==> config.mk <==
export PLATFORM = sky130hd
export DESIGN_NAME = quad_wiper_register_control
export DESIGN_NICKNAME = d
export VERILOG_FILES = /design/src/shared/quad_wiper_pkg.sv /design/src/hw/quad_wiper_register_control.sv /design/src/hw/pin_sync.sv /design/src/hw/saved_setting_store.sv
export SDC_FILE = /design/constraint.sdc
export NUM_CORES = 1
export LEC_CHECK = 0
export BUFFER_PORTS_ARGS = -buffer_cell sky130_fd_sc_hd__buf_2
export CAP_MARGIN = 30
export CORE_MARGIN = 2
export CORE_UTILIZATION = 30
export DETAILED_ROUTE_END_ITERATION = 8
export PLACE_DENSITY_LB_ADDON = 0.1
export SLEW_MARGIN = 10
export SYNTH_ARGS = -nofsm -noshare
export SYNTH_HDL_FRONTEND = slang
export SYNTH_HIERARCHICAL = 1
export SYNTH_SLANG_ARGS = --single-unit
export TNS_END_PERCENT = 10
==> constraint.sdc <==
create_clock -name clk -period 4.4 [get_ports clk]
set_input_delay 0.66 -clock clk [delete_from_list [all_inputs] [get_ports clk]]
set_output_delay 0.66 -clock clk [all_outputs]
set_load 0.03 [all_outputs]
==> src/shared/quad_wiper_pkg.sv <==
// constants, encodings and states for the quad tap-position controller
package quad_wiper_pkg;
    localparam int TAP_W       = 6;
    localparam int NUM_POTS    = 4;
    localparam int NUM_SLOTS   = 4;
    localparam int NUM_TAPS    = 64;
    localparam int STRAP_W     = 4;
    localparam int POT_W       = 2;
    localparam int SLOT_W      = 2;
    localparam int SAVED_IDX_W = 4;
    localparam int CNT_W       = 3;

    // upper three address bits; value is arbitrary
    localparam logic [2:0] DEVICE_TYPE = 3'h5;

    localparam logic [TAP_W-1:0] TAP_RESET  = 6'h00;
    localparam logic [TAP_W-1:0] TAP_MIN    = 6'h00;
    localparam logic [TAP_W-1:0] TAP_MAX    = 6'h3F;
    localparam logic [TAP_W-1:0] SAVED_INIT = 6'h00;

    // address byte: [7:5] type, [4:1] straps, [0] read
    localparam int ADDR_RW_BIT    = 0;
    localparam int ADDR_STRAP_LSB = 1;
    localparam int ADDR_STRAP_MSB = 4;
    localparam int ADDR_TYPE_LSB  = 5;
    localparam int ADDR_TYPE_MSB  = 7;

    // instruction byte: [7:4] opcode, [3:2] pot, [1:0] slot
    localparam int OP_LSB   = 4;
    localparam int OP_MSB   = 7;
    localparam int POT_LSB  = 2;
    localparam int POT_MSB  = 3;
    localparam int SLOT_LSB = 0;
    localparam int SLOT_MSB = 1;
    localparam int STEP_UP_BIT = 0;

    localparam logic [3:0] OP_INCDEC   = 4'h2;
    localparam logic [3:0] OP_RD_TAP   = 4'h9;
    localparam logic [3:0] OP_WR_TAP   = 4'hA;
    localparam logic [3:0] OP_RD_SAVED = 4'hB;
    localparam logic [3:0] OP_WR_SAVED = 4'hC;
    localparam logic [3:0] OP_RECALL   = 4'hD;
    localparam logic [3:0] OP_SAVE     = 4'hE;

    localparam logic [1:0] BYTE_ADDR  = 2'h0;
    localparam logic [1:0] BYTE_INSTR = 2'h1;
    localparam logic [1:0] BYTE_DATA  = 2'h2;

    localparam logic [3:0] BITS_BYTE = 4'h8;
    localparam logic [3:0] BIT_LAST  = 4'h7;

    typedef enum logic [4:0] {
        ST_IDLE = 5'h01,
        ST_RX   = 5'h02,
        ST_ACK  = 5'h04,
        ST_TX   = 5'h08,
        ST_RACK = 5'h10
    } bus_state_t;
endpackage

==> src/hw/quad_wiper_register_control.sv <==
// two-wire slave and register bank for four tap positions
//
// Notes on behaviour
// one 6-bit tap register per pot selects exactly one wiper tap.
// 64 taps per pot; every code selects its own distinct tap.
// four 6-bit saved settings per pot, sixteen in all.
// after power-up each pot loads its first saved setting unasked.
// guard pin low blocks saved-setting writes; tap writes still allowed.
// guard pin high or open allows every read and write.
// transfers start only when address matches the four straps, bit0 LSB.
// data line only pulled low or released, never driven high.
// master supplies serial clock; device times all transfers on it.
// master may read and write every tap and saved register.
// instructions copy tap to saved setting and back, same pot.
// increment/decrement instruction steps tap instead of loading it.
// stepping saturates at lowest and highest codes, no wrap.
`timescale 1ns/1ps
module quad_wiper_register_control import quad_wiper_pkg::*; (
    input  wire logic                         clk,
    input  wire logic                         resetn,
    input  wire logic                         scl,
    input  wire logic                         sda_in,
    output logic                              sda_out,
    output logic                              sda_oe,
    input  wire logic                         strap_addr_bit0,
    input  wire logic                         strap_addr_bit1,
    input  wire logic                         strap_addr_bit2,
    input  wire logic                         strap_addr_bit3,
    input  wire logic                         write_guard_n,
    output logic [NUM_POTS*TAP_W-1:0]         tap_position,
    output logic [NUM_POTS*NUM_TAPS-1:0]      wiper_tap_sel,
    output logic                              recall_busy
);
    bus_state_t             state_reg;
    logic [3:0]             bitcnt_reg;
    logic [7:0]             shift_reg;
    logic [1:0]             byte_no_reg;
    logic                   rw_reg;
    logic [3:0]             op_reg;
    logic [POT_W-1:0]       pot_reg;
    logic [SLOT_W-1:0]      slot_reg;
    logic                   rd_saved_reg;
    logic                   sda_oe_reg;
    logic [CNT_W-1:0]       rcnt_reg;
    logic [TAP_W-1:0]       tap_reg [NUM_POTS];

    logic                   scl_s;
    logic                   scl_rise;
    logic                   scl_fall;
    logic                   sda_s;
    logic                   sda_rise;
    logic                   sda_fall;
    logic [STRAP_W-1:0]     strap_s;
    logic                   guard_s;
    logic                   start_det;
    logic                   stop_det;
    logic                   byte_done;
    logic                   byte_ack;
    logic                   addr_match;
    logic [3:0]             in_op;
    logic [POT_W-1:0]       in_pot;
    logic [SLOT_W-1:0]      in_slot;
    logic                   tap_we;
    logic [POT_W-1:0]       tap_widx;
    logic [TAP_W-1:0]       tap_wdata;
    logic                   nv_we;
    logic [SAVED_IDX_W-1:0] nv_idx;
    logic [TAP_W-1:0]       nv_wdata;
    logic [TAP_W-1:0]       nv_rdata;
    logic [7:0]             rd_byte;
    logic [1:0]             byte_no_next;

    function automatic logic op_known(input logic [3:0] op);
        op_known = (op == OP_INCDEC)  || (op == OP_RD_TAP)   ||
                   (op == OP_WR_TAP)  || (op == OP_RD_SAVED) ||
                   (op == OP_WR_SAVED)|| (op == OP_RECALL)   ||
                   (op == OP_SAVE);
    endfunction

    function automatic logic [TAP_W-1:0] step_tap(
        input logic [TAP_W-1:0] cur,
        input logic             up
    );
        if (up) begin
            step_tap = (cur == TAP_MAX) ? TAP_MAX : cur + 6'h01;
        end else begin
            step_tap = (cur == TAP_MIN) ? TAP_MIN : cur - 6'h01;
        end
    endfunction

    function automatic logic [NUM_TAPS-1:0] tap_onehot(
        input logic [TAP_W-1:0] code
    );
        tap_onehot       = '0;
        tap_onehot[code] = 1'b1;
    endfunction

    // serial clock is a plain sampled input; all bus timing keys off it
    pin_sync #(.WIDTH(1), .INIT(1'b1)) u_scl_sync (
        .clk    (clk),
        .resetn (resetn),
        .din    (scl),
        .level  (scl_s),
        .rise   (scl_rise),
        .fall   (scl_fall)
    );

    pin_sync #(.WIDTH(1), .INIT(1'b1)) u_sda_sync (
        .clk    (clk),
        .resetn (resetn),
        .din    (sda_in),
        .level  (sda_s),
        .rise   (sda_rise),
        .fall   (sda_fall)
    );

    pin_sync #(.WIDTH(STRAP_W), .INIT(4'h0)) u_strap_sync (
        .clk    (clk),
        .resetn (resetn),
        .din    ({strap_addr_bit3, strap_addr_bit2,
                  strap_addr_bit1, strap_addr_bit0}),
        .level  (strap_s),
        .rise   (),
        .fall   ()
    );

    // reset value high: an open guard pin counts as writes allowed
    pin_sync #(.WIDTH(1), .INIT(1'b1)) u_guard_sync (
        .clk    (clk),
        .resetn (resetn),
        .din    (write_guard_n),
        .level  (guard_s),
        .rise   (),
        .fall   ()
    );

    saved_setting_store u_store (
        .clk   (clk),
        .we    (nv_we),
        .widx  (nv_idx),
        .wdata (nv_wdata),
        .ridx  (nv_idx),
        .rdata (nv_rdata)
    );

    assign start_det  = scl_s & sda_fall;
    assign stop_det   = scl_s & sda_rise;
    assign byte_done  = (state_reg == ST_RX) & scl_fall &
                        (bitcnt_reg == BITS_BYTE);
    assign in_op      = shift_reg[OP_MSB:OP_LSB];
    assign in_pot     = shift_reg[POT_MSB:POT_LSB];
    assign in_slot    = shift_reg[SLOT_MSB:SLOT_LSB];
    assign addr_match =
        (shift_reg[ADDR_TYPE_MSB:ADDR_TYPE_LSB] == DEVICE_TYPE) &&
        (shift_reg[ADDR_STRAP_MSB:ADDR_STRAP_LSB] == strap_s);
    assign recall_busy = (rcnt_reg < CNT_W'(NUM_POTS));
    assign byte_no_next = (byte_no_reg == BYTE_DATA) ? BYTE_DATA
                                                     : byte_no_reg + 2'h1;

    // one shared index: recall walk, then the instruction byte, else latched
    always_comb begin
        if (recall_busy) begin
            nv_idx = {rcnt_reg[POT_W-1:0], 2'h0};
        end else if (byte_no_reg == BYTE_INSTR && !rw_reg) begin
            nv_idx = {in_pot, in_slot};
        end else begin
            nv_idx = {pot_reg, slot_reg};
        end
    end

    // decode of each received byte
    always_comb begin
        byte_ack  = 1'b0;
        tap_we    = 1'b0;
        tap_widx  = pot_reg;
        tap_wdata = shift_reg[TAP_W-1:0];
        nv_we     = 1'b0;
        nv_wdata  = shift_reg[TAP_W-1:0];
        if (byte_done && !recall_busy) begin
            if (byte_no_reg == BYTE_ADDR) begin
                byte_ack = addr_match;
            end else if (byte_no_reg == BYTE_INSTR) begin
                tap_widx = in_pot;
                nv_wdata = tap_reg[in_pot];
                if (in_op == OP_SAVE) begin
                    byte_ack = guard_s;
                    nv_we    = guard_s;
                end else if (in_op == OP_RECALL) begin
                    byte_ack  = 1'b1;
                    tap_we    = 1'b1;
                    tap_wdata = nv_rdata;
                end else begin
                    byte_ack = op_known(in_op);
                end
            end else if (op_reg == OP_WR_TAP) begin
                byte_ack = 1'b1;
                tap_we   = 1'b1;
            end else if (op_reg == OP_WR_SAVED) begin
                byte_ack = guard_s;
                nv_we    = guard_s;
            end else if (op_reg == OP_INCDEC) begin
                byte_ack  = 1'b1;
                tap_we    = 1'b1;
                tap_wdata = step_tap(tap_reg[pot_reg],
                                     shift_reg[STEP_UP_BIT]);
            end
        end
    end

    // read answer: saved word after a read-saved instruction, else tap
    assign rd_byte = rd_saved_reg ? {2'h0, nv_rdata}
                                  : {2'h0, tap_reg[pot_reg]};

    // power-up recall walk, one pot per cycle after reset release
    always_ff @(posedge clk or negedge resetn) begin
        if (!resetn) begin
            rcnt_reg <= '0;
        end else if (recall_busy) begin
            rcnt_reg <= rcnt_reg + 3'h1;
        end
    end

    always_ff @(posedge clk or negedge resetn) begin
        if (!resetn) begin
            for (int i = 0; i < NUM_POTS; i++) begin
                tap_reg[i] <= TAP_RESET;
            end
        end else if (recall_busy) begin
            tap_reg[rcnt_reg[POT_W-1:0]] <= nv_rdata;
        end else if (tap_we) begin
            tap_reg[tap_widx] <= tap_wdata;
        end
    end

    // latched instruction fields
    always_ff @(posedge clk or negedge resetn) begin
        if (!resetn) begin
            op_reg       <= OP_RD_TAP;
            pot_reg      <= '0;
            slot_reg     <= '0;
            rd_saved_reg <= 1'b0;
        end else if (byte_ack && byte_no_reg == BYTE_INSTR) begin
            op_reg       <= in_op;
            pot_reg      <= in_pot;
            slot_reg     <= in_slot;
            rd_saved_reg <= (in_op == OP_RD_SAVED);
        end
    end

    // bus framing; outputs change only after a falling serial clock edge
    always_ff @(posedge clk or negedge resetn) begin
        if (!resetn) begin
            state_reg   <= ST_IDLE;
            bitcnt_reg  <= '0;
            shift_reg   <= '0;
            byte_no_reg <= BYTE_ADDR;
            rw_reg      <= 1'b0;
            sda_oe_reg  <= 1'b0;
        end else if (recall_busy || stop_det) begin
            state_reg  <= ST_IDLE;
            sda_oe_reg <= 1'b0;
        end else if (start_det) begin
            state_reg   <= ST_RX;
            bitcnt_reg  <= '0;
            byte_no_reg <= BYTE_ADDR;
            rw_reg      <= 1'b0;
            sda_oe_reg  <= 1'b0;
        end else begin
            case (state_reg)
                ST_RX: begin
                    if (scl_rise && bitcnt_reg != BITS_BYTE) begin
                        shift_reg  <= {shift_reg[6:0], sda_s};
                        bitcnt_reg <= bitcnt_reg + 4'h1;
                    end else if (byte_done) begin
                        // unanswered bytes drop us off the bus till restart
                        state_reg  <= byte_ack ? ST_ACK : ST_IDLE;
                        sda_oe_reg <= byte_ack;
                        if (byte_no_reg == BYTE_ADDR) begin
                            rw_reg <= shift_reg[ADDR_RW_BIT];
                        end
                    end
                end
                ST_ACK: begin
                    if (scl_fall) begin
                        bitcnt_reg  <= '0;
                        byte_no_reg <= byte_no_next;
                        if (rw_reg) begin
                            state_reg  <= ST_TX;
                            shift_reg  <= rd_byte;
                            sda_oe_reg <= ~rd_byte[7];
                        end else begin
                            state_reg  <= ST_RX;
                            sda_oe_reg <= 1'b0;
                        end
                    end
                end
                ST_TX: begin
                    if (scl_fall) begin
                        bitcnt_reg <= bitcnt_reg + 4'h1;
                        if (bitcnt_reg == BIT_LAST) begin
                            state_reg  <= ST_RACK;
                            sda_oe_reg <= 1'b0;
                        end else begin
                            shift_reg  <= {shift_reg[6:0], 1'b0};
                            sda_oe_reg <= ~shift_reg[6];
                        end
                    end
                end
                ST_RACK: begin
                    // master's low asks for one more byte
                    if (scl_rise) begin
                        state_reg <= sda_s ? ST_IDLE : ST_ACK;
                    end
                end
                default: begin
                    state_reg <= ST_IDLE;
                end
            endcase
        end
    end

    // open drain: the pad level is always low, only the enable moves
    assign sda_out = 1'b0;
    assign sda_oe  = sda_oe_reg;

    generate
        for (genvar p = 0; p < NUM_POTS; p++) begin : g_pot
            assign tap_position[p*TAP_W +: TAP_W] = tap_reg[p];
            assign wiper_tap_sel[p*NUM_TAPS +: NUM_TAPS] =
                tap_onehot(tap_reg[p]);
        end
    endgenerate
endmodule // quad_wiper_register_control

==> src/hw/pin_sync.sv <==
// two-flop synchroniser with edge flags for pin inputs
`timescale 1ns/1ps
module pin_sync #(
    parameter int               WIDTH = 1,
    parameter logic [WIDTH-1:0] INIT  = '0
) (
    input  wire logic             clk,
    input  wire logic             resetn,
    input  wire logic [WIDTH-1:0] din,
    output logic      [WIDTH-1:0] level,
    output logic      [WIDTH-1:0] rise,
    output logic      [WIDTH-1:0] fall
);
    logic [WIDTH-1:0] meta_reg;
    logic [WIDTH-1:0] level_reg;
    logic [WIDTH-1:0] prev_reg;

    // idle-high lines reset high so no false edge shows at release
    always_ff @(posedge clk or negedge resetn) begin
        if (!resetn) begin
            meta_reg  <= INIT;
            level_reg <= INIT;
            prev_reg  <= INIT;
        end else begin
            meta_reg  <= din;
            level_reg <= meta_reg;
            prev_reg  <= level_reg;
        end
    end

    assign level = level_reg;
    assign rise  = level_reg & ~prev_reg;
    assign fall  = ~level_reg & prev_reg;
endmodule // pin_sync

==> src/hw/saved_setting_store.sv <==
// saved tap settings: sixteen words, kept across reset
`timescale 1ns/1ps
module saved_setting_store import quad_wiper_pkg::*; #(
    parameter int               DEPTH = NUM_POTS * NUM_SLOTS,
    parameter int               WIDTH = TAP_W,
    parameter logic [WIDTH-1:0] INIT  = SAVED_INIT
) (
    input  wire logic                   clk,
    input  wire logic                   we,
    input  wire logic [SAVED_IDX_W-1:0] widx,
    input  wire logic [WIDTH-1:0]       wdata,
    input  wire logic [SAVED_IDX_W-1:0] ridx,
    output logic      [WIDTH-1:0]       rdata
);
    logic [WIDTH-1:0] mem [DEPTH];

    // contents stand for the non-volatile state found at power-up
    initial begin
        for (int i = 0; i < DEPTH; i++) begin
            mem[i] = INIT;
        end
    end

    // no reset: the words must outlive a reset
    always_ff @(posedge clk) begin
        if (we) begin
            mem[widx] <= wdata;
        end
    end

    assign rdata = mem[ridx];
endmodule // saved_setting_store

==> results.sh, run 1 <==
export IMPL_status="finished clean"
export IMPL_timing_slew_headroom_pct=35.5
export IMPL_cts_buffers=17
export IMPL_worst_r2r_endpoint="tap_position[19]"
export IMPL_fillers=3373
export IMPL_largest_register_ffs=96
export IMPL_cp_slowest_stage_delay_ns=0.55
export IMPL_antenna_left=0
export IMPL_grt_pass1_wl_mm=53.6
export IMPL_fin_crit_sh_pct=85.4
export IMPL_die_x_um=187
export IMPL_maxSlewViolCount=0
export IMPL_period_needed_ns=3.76
export IMPL_arrival_ns=4.10
export IMPL_p_leak_nw=5.19
export IMPL_crit_chain="inv_1 > ha_1 > nand2b_1 > mux2i_1 > nor2_4 > buf_4 > mux4_1 > a22oi_1 > nand2_1 > inv_1 > nand2_1 > o22ai_1 > a32oi_1 > and3_1 > a221o_1"
export IMPL_syn_nets=1056
export IMPL_final_layout_size_suffix_gt1_share_pct=33.2
export IMPL_crit_path_top_delay_cell="mux4_1"
export IMPL_reg2regPathDepth=15
export IMPL_layout_area_seq_sq_mm=0.00472
export IMPL_core_sq_mm=0.0333
export IMPL_ys_warnings_count=6
export IMPL_critPathMaxFanout=13
export IMPL_initial_core_util_pct=30.3
export IMPL_setup_violations=0
export IMPL_multi_input_area_sq_mm=0.00491
export IMPL_wire_per_inst_um=19.8
export IMPL_grt_usage_pct=19.7
export IMPL_root_buffer="clkbuf_16"
export IMPL_area_growth_pct=24.3
export IMPL_h_tree_depth=4
export IMPL_cts_tree="built"
export IMPL_postCtsSetupRepairBufs=0
export IMPL_synth_area_per_cell_sq_um=9.72
export IMPL_critPathLaunchType="flop"
export IMPL_vias=8878
export IMPL_peakVddDrop_mv=0.247
export IMPL_endpoint_kind="flop"
export IMPL_hp_class="input pin to asynchronous set/reset pin"
export IMPL_powerDensity_mw_per_mm2=277
export IMPL_syn_area_sq_mm=0.0101
export IMPL_antenna_found_initial=0
export IMPL_die_area_sq_mm=0.0350
export IMPL_hold_buffers=0
export IMPL_finalHoldViolations=0
export IMPL_die_h_um=187
export IMPL_syn_instance_count=1036
export IMPL_dpl_hpwl_mm=25.7
export IMPL_rsz0062_at_grt="false"
export IMPL_path_clk_slew_ns=0.09
export IMPL_skew_ns=0.0190
export IMPL_grt_max_degree=39
export IMPL_setup_tns_ns=0
export IMPL_drt_iter0_drc=653
export IMPL_grt_pass1_vias=8645
export IMPL_clock_sinks=169
export IMPL_gp_congestion=0.892
export IMPL_fin_nets=1310
export IMPL_ioPinCount=292
export IMPL_critPathRequiredTime_ns=4.74
export IMPL_r2r_start="byte_no_reg[1]"
export IMPL_fmaxAchievable_mhz=266
export IMPL_drt_first_pass_iters=5
export IMPL_overflow=0
export IMPL_cts_resized=0
export IMPL_rows=67
export IMPL_p_total_w=0.00347
export IMPL_wl_mm=34.7
export IMPL_routed_via_density=5.07
export IMPL_critical_path_class="flop to flop"
export IMPL_reg2reg_slack_ns=0.64
export IMPL_drc=0
export IMPL_clk_latency_ns=0.45
export IMPL_clk_path_buf_depth=2
export IMPL_tightest_slew_ns=0.955
export IMPL_io_buffers=290
export IMPL_diodes=0
export IMPL_maxCapViolations=0
[worst max-delay path, delay by kind of cell, from the launching register on]
kind / cells / cell delay [ns]
DFF: 1 / 0.36
muxes: 2 / 0.76
and+or+nand+nor: 5 / 1.10
AOI/OAI and AO/OA: 4 / 0.79
buffers and inverters: 3 / 0.47
adders and majority gates: 1 / 0.17
[routing by layer]
| layer | global-route usage [%] | up-vias | share of wire, % |
|---|---|---|---|
| met5 | 0 | - | 0 |
| met4 | 7.11 | 0 | 2.8 |
| met3 | 3.43 | 54 | 5.4 |
| met2 | 33.2 | 335 | 48 |
| met1 | 25.5 | 4302 | 44 |
| li1 | - | 4187 | - |
[cell type report]
type | instances | share of cell area (%)
clock buffers | 17 | 3.40
repair buffers | 316 | 13.3
multi-input cells | 766 | 39.2
well taps | 448 | 4.48
inverters | 20 | 0.600
flip-flops and latches | 169 | 37.7
clock inverters | 15 | 1.35
[power breakdown]
part           internal, W  switching, W
registers          0.00170     0.0000248
clock network     0.000766      0.000739
logic            0.0000866      0.000151
[layout by cell type, fill, tap and decap left out, types with 12 or more instances in the layout]
| master | n |
|---|---|
| a31oi_1 | 12 |
| buf_4 | 26 |
| and2_1 | 13 |
| edfxtp_1 | 96 |
| nand3_1 | 24 |
| buf_2 | 289 |
| o21ai_0 | 31 |
| nor3_1 | 12 |
| clkbuf_16 | 17 |
| nand2_1 | 65 |
| mux4_1 | 12 |
| inv_1 | 20 |
| or3b_2 | 16 |
| nor2_1 | 306 |
| a22oi_1 | 17 |
| dfrtp_1 | 62 |
| a21oi_1 | 17 |
| nand3b_1 | 28 |
| nor2b_1 | 14 |
| mux2i_1 | 17 |
| mux2_2 | 16 |
| mux4_2 | 22 |
[worst max path at each step]
stage	start	endpoint	slack, ns
floorplan	byte_no_reg[1]	tap_position[22]	0.79
global placement	byte_no_reg[1]	tap_position[22]	0.70
detailed placement	byte_no_reg[1]	tap_position[22]	0.62
CTS	byte_no_reg[1]	tap_position[19]	0.63
global route	byte_no_reg[1]	tap_position[19]	0.34
finish	byte_no_reg[1]	tap_position[19]	0.64
[metrics by stage]
stage	hold WS [ns]	setup WS [ns]	utilization, %	cell area [sq um]	instances
final	0.182	0.643	37.6	12500	1751
after floorplan	0.331	0.794	-	10100	1036
after global placement	0.335	0.699	35.8	11900	1718
after CTS	0.188	0.625	37.6	12500	1751
after global routing	0.206	0.336	37.6	12500	1751
after detailed placement	0.335	0.625	35.8	11900	1719
Note: power is estimated with default switching activity, not from simulation.
==> run 2: changes to the inputs <==
--- a/config.mk
+++ b/config.mk
@@ -5,11 +5,11 @@
 export SDC_FILE = /design/constraint.sdc
 export NUM_CORES = 1
 export LEC_CHECK = 0
-export BUFFER_PORTS_ARGS = -buffer_cell sky130_fd_sc_hd__buf_2
 export CAP_MARGIN = 30
 export CORE_MARGIN = 2
 export CORE_UTILIZATION = 30
 export DETAILED_ROUTE_END_ITERATION = 8
+export DONT_BUFFER_PORTS = 1
 export PLACE_DENSITY_LB_ADDON = 0.1
 export SLEW_MARGIN = 10
 export SYNTH_ARGS = -nofsm -noshare
==> constraint.sdc (replaced) <==
create_clock -name clk -period 3.85 [get_ports clk]
set_input_delay 0.5775 -clock clk [delete_from_list [all_inputs] [get_ports clk]]
set_output_delay 0.5775 -clock clk [all_outputs]
set_load 0.03 [all_outputs]
==> results.sh, run 2 (same netlist as run 1, synthesis figures left out) <==
export IMPL_grt_pass1_wl_mm=49.5
export IMPL_vias=8045
export IMPL_dpl_hpwl_mm=24.4
export IMPL_root_buffer="clkbuf_16"
export IMPL_die_area_sq_mm=0.0350
export IMPL_clk_latency_ns=0.45
export IMPL_path_clk_slew_ns=0.07
export IMPL_mostFrequentLayoutCells="nor2_1 (306), edfxtp_1 (96), nand2_1 (65), dfrtp_1 (62), buf_4 (35)"
export IMPL_endpoint_kind="flop"
export IMPL_diodes=0
export IMPL_p_leak_nw=3.72
export IMPL_hp_class="input pin to asynchronous set/reset pin"
export IMPL_cts_resized=0
export IMPL_critPathLaunchType="flop"
export IMPL_cts_tree="built"
export IMPL_finalHoldViolations=0
export IMPL_p_total_w=0.00401
export IMPL_die_x_um=187
export IMPL_gp_congestion=0.823
export IMPL_final_common_cell="nor2_1"
export IMPL_grt_pass1_vias=7419
export IMPL_antenna_found_initial=0
export IMPL_setup_tns_ns=0
export IMPL_powerDensity_mw_per_mm2=357
export IMPL_whs_ns=0.0268
export IMPL_hold_buffers=1
export IMPL_h_tree_depth=4
export IMPL_critical_path_class="flop to flop"
export IMPL_drt_first_pass_iters=5
export IMPL_antenna_left=0
export IMPL_status="finished clean"
export IMPL_layout_area_seq_sq_mm=0.00472
export IMPL_die_h_um=187
export IMPL_dpl_cell_count=1440
export IMPL_wire_per_inst_um=22.9
export IMPL_fin_nets=1032
export IMPL_timing_slew_headroom_pct=36.9
export IMPL_fin_crit_sh_pct=90.3
export IMPL_maxCapViolations=0
export IMPL_final_layout_size_suffix_gt1_share_pct=15.1
export IMPL_drc=0
export IMPL_initial_core_util_pct=30.3
export IMPL_critPathMaxFanout=7
export IMPL_clk_path_buf_depth=2
export IMPL_rsz0062_at_grt="false"
export IMPL_setup_violations=0
export IMPL_drt_iter0_drc=613
export IMPL_overflow=0
export IMPL_grt_max_degree=74
export IMPL_layout_cells_non_filler=1473
export IMPL_area_growth_pct=11.3
export IMPL_largest_register_ffs=96
export IMPL_ioPinCount=292
export IMPL_fillers=3362
export IMPL_layout_core_utilization_pct=33.7
export IMPL_io_buffers=0
export IMPL_peakVddDrop_mv=0.276
export IMPL_tightest_slew_ns=0.935
export IMPL_fmaxAchievable_mhz=288
export IMPL_rows=67
export IMPL_multi_input_area_sq_mm=0.00491
export IMPL_critPathRequiredTime_ns=3.93
export IMPL_skew_ns=0.0171
export IMPL_grt_usage_pct=18.6
export IMPL_arrival_ns=3.56
export IMPL_core_sq_mm=0.0333
export IMPL_maxSlewViolCount=0
export IMPL_clock_sinks=169
export IMPL_postCtsSetupRepairBufs=0
export IMPL_wl_mm=33.7
export IMPL_period_needed_ns=3.48
export IMPL_routed_via_density=5.46
export IMPL_cts_buffers=17
## run 2: worst max-delay path, stage by stage, from the launching register on
cell     delay [ns]
dfstp_2        0.54
and2b_2        0.20
and4b_1        0.40
nand4_1        0.46
a21oi_1        0.47
or3b_2         0.55
nor2_1         0.50
## run 2: path summary, 6_finish.rpt
path | from | end | slack, ns | depth (start not counted)
worst max-delay path | u_scl_sync/prev_reg | u_store/mem[3][2] | 0.37 | 6
worst min-delay path | resetn | u_strap_sync/level[1] | 0.03 | 1
worst max register to register | u_scl_sync/prev_reg | u_store/mem[3][2] | 0.37 | 6
worst min register to register | u_strap_sync/meta_reg[2] | u_strap_sync/level[2] | 0.35 | 0
max in group asynchronous | resetn | state_reg[0] | 3.48 | 1
min in group clk | scl | u_scl_sync/meta_reg | 0.13 | 0
## run 2: area by class of cell
| type | count | share of cell area, % |
|---|---|---|
| clock buffer | 17 | 3.80 |
| clock inverter | 15 | 1.69 |
| inverter | 20 | 0.670 |
| multi-input combinational | 766 | 43.8 |
| sequential | 169 | 42.1 |
| tap | 448 | 5.00 |
| timing repair buffer | 38 | 2.95 |
## run 2: per-stage QoR
step	cell area [sq um]	worst slack (ns)
floorplan	10100	0.244
CTS	11200	0.327
finish	11200	0.374
global route	11200	0.0589
detailed placement	10600	0.332
global placement	10600	0.329
## run 2: power breakdown
group          total [W]  switching, W  internal (W)
Combinational   0.000268      0.000171     0.0000965
Sequential       0.00197     0.0000293       0.00194
Clock            0.00177      0.000876      0.000892
## run 2: layer usage
| layer | up-vias | wire length, um | track usage (%) |
|---|---|---|---|
| met5 | - | 0 | 0 |
| met4 | 0 | 761 | 5.46 |
| met3 | 44 | 1750 | 4.07 |
| met2 | 319 | 16300 | 31.0 |
| met1 | 4049 | 15000 | 24.4 |
| li1 | 3633 | - | - |
==> run 3: changes to the inputs <==
--- a/config.mk
+++ b/config.mk
@@ -6,6 +6,7 @@
 export NUM_CORES = 1
 export LEC_CHECK = 0
 export CAP_MARGIN = 30
+export CORE_ASPECT_RATIO = 0.6
 export CORE_MARGIN = 2
 export CORE_UTILIZATION = 30
 export DETAILED_ROUTE_END_ITERATION = 8
==> constraint.sdc (replaced) <==
create_clock -name clk -period 4 [get_ports clk]
set_input_delay 0.6 -clock clk [delete_from_list [all_inputs] [get_ports clk]]
set_output_delay 0.6 -clock clk [all_outputs]
set_load 0.03 [all_outputs]
==> results.sh, run 3 (same netlist as run 1, synthesis figures left out) <==
export IMPL_status="finished clean"
export IMPL_area_growth_pct=13.7
export IMPL_p_leak_nw=3.88
export IMPL_reg2regPathDepth=15
export IMPL_wl_mm=35.1
export IMPL_critical_path_class="flop to flop"
export IMPL_dpl_cell_count=1468
export IMPL_cp_slowest_stage_delay_ns=0.56
export IMPL_mostFrequentLayoutCells="nor2_1 (306), edfxtp_1 (96), nand2_1 (65), dfrtp_1 (62), buf_4 (61)"
export IMPL_setup_tns_ns=0
export IMPL_gr_usage_met2_pct=24.5
export IMPL_clk_path_buf_depth=2
export IMPL_cts_tree="built"
export IMPL_h_tree_depth=4
export IMPL_routed_via_density=5.51
export IMPL_fin_crit_sh_pct=90.6
export IMPL_p_total_w=0.00401
export IMPL_rows=51
export IMPL_ioPinCount=292
export IMPL_grt_pass1_wl_mm=50.9
export IMPL_grt_pass1_vias=7300
export IMPL_crit_cells=15
export IMPL_crit_path_top_delay_cell="mux4_2"
export IMPL_crit_family="simple AND/OR/NAND/NOR gates"
export IMPL_drc=0
export IMPL_antenna_found_initial=0
export IMPL_antenna_left=0
export IMPL_fillers=3263
export IMPL_drt_first_pass_iters=5
export IMPL_rsz0062_at_grt="false"
export IMPL_finalHoldViolations=0
export IMPL_tightest_slew_ns=1.02
export IMPL_final_layout_size_suffix_gt1_share_pct=17.0
export IMPL_peakVddDrop_mv=0.278
export IMPL_die_x_um=241
export IMPL_largest_register_ffs=96
export IMPL_overflow=0
export IMPL_wire_per_inst_um=23.4
export IMPL_grt_usage_pct=19.6
export IMPL_root_buffer="clkbuf_16"
export IMPL_critPathLaunchType="flop"
export IMPL_postCtsSetupRepairBufs=0
export IMPL_top_usage_layer="met1"
export IMPL_hp_class="input pin to asynchronous set/reset pin"
export IMPL_layout_cells_non_filler=1501
export IMPL_period_needed_ns=3.62
export IMPL_diodes=0
export IMPL_core_sq_mm=0.0327
export IMPL_maxCapViolations=0
export IMPL_skew_ns=0.00961
export IMPL_die_area_sq_mm=0.0351
export IMPL_vias=8270
export IMPL_use_met1_pct=32.6
export IMPL_layout_core_utilization_pct=35.0
export IMPL_fin_nets=1058
export IMPL_crit_chain="inv_1 > ha_1 > nand2b_1 > mux2i_1 > nor2_4 > buf_4 > mux4_2 > a22oi_1 > nand2_1 > inv_1 > nand2_1 > o22ai_1 > a32oi_1 > and3_1 > a221o_1"
export IMPL_critPathRequiredTime_ns=4.33
export IMPL_grt_max_degree=74
export IMPL_path_clk_slew_ns=0.07
export IMPL_arrival_ns=3.95
export IMPL_gp_congestion=0.880
export IMPL_cts_buffers=17
export IMPL_dpl_hpwl_mm=26.3
export IMPL_critPathMaxFanout=11
export IMPL_powerDensity_mw_per_mm2=351
export IMPL_whs_ns=0.0574
export IMPL_setup_violations=0
export IMPL_initial_core_util_pct=30.8
export IMPL_maxSlewViolCount=0
export IMPL_clock_sinks=169
export IMPL_drt_iter0_drc=1013
export IMPL_io_buffers=0
export IMPL_final_common_cell="nor2_1"
export IMPL_die_h_um=146
export IMPL_clk_latency_ns=0.44
export IMPL_worstPathBufferInverterCount=3
export IMPL_grt_use_met3_pct=5.18
export IMPL_fmaxAchievable_mhz=276
export IMPL_timing_slew_headroom_pct=31.0
export IMPL_endpoint_kind="flop"
[run 3: cell count changes in the layout (fill, tap and decap cells not counted)]
cell	previous run	this run
clkinvlp_4	2	0
inv_8	6	1
inv_6	1	2
clkbuf_8	0	2
clkinv_8	4	0
inv_12	2	0
buf_4	35	61
bufinv_16	0	5
o21ai_0	31	30
clkinv_2	0	2
clkbuf_1	0	3
o21ai_2	0	1
[run 3: repair_timing]
item	in CTS	in global routing
hold buffers	1	0
endpoints found under the hold margin	73	0
setup endpoints to repair	0	3
gates resized for setup	0	1
[run 3: routing by layer]
layer  vias to the layer above  wire length, um
met5                         -                0
met1                      4169            18200
met2                       395            13600
met3                        25             3040
met4                         0              269
li1                       3681                -
[run 3: layout make-up]
cell class / instances / area (sq um) / area share [%]
sequential: 169 / 4720 / 41.3
inverter: 20 / 75.1 / 0.656
clock buffer: 22 / 464 / 4.05
clock inverter: 10 / 189 / 1.65
multi-input combinational: 766 / 4910 / 42.9
tap: 450 / 563 / 4.92
timing repair buffer: 64 / 526 / 4.59
[run 3: worst paths after layout]
check,from,end,slack (ns)
min,resetn,pot_reg[0],0.06
min reg2reg,u_strap_sync/meta_reg[3],u_strap_sync/level[3],0.35
min in group clk,scl,u_scl_sync/meta_reg,0.15
max reg2reg,byte_no_reg[1],tap_position[19],0.38
max in group asynchronous,resetn,u_sda_sync/prev_reg,3.61
max,byte_no_reg[1],tap_position[19],0.38
[run 3: stage by stage]
stage               instance area [sq um]  setup slack, ns
floorplan                           10100            0.394
global placement                    10800            0.407
detailed placement                  10800            0.292
CTS                                 11400            0.279
global route                        11400           0.0812
finish                              11400            0.377
[run 3: report_power, final]
group | total (W) | switching [W] | internal, W
combinational | 0.000264 | 0.000171 | 0.0000930
clock | 0.00185 | 0.000705 | 0.00115
sequential | 0.00190 | 0.0000280 | 0.00187
total | 0.00401 | 0.000904 | 0.00311
[run 3: worst reg2reg max path, delay by kind of cell, from the launching register on]
family | cells | cell delay, ns
AOI/OAI and AO/OA | 4 | 0.75
DFF | 1 | 0.36
muxes | 2 | 0.77
buffers and inverters | 3 | 0.51
adders and majority gates | 1 | 0.17
and+or+nand+nor | 5 | 0.96
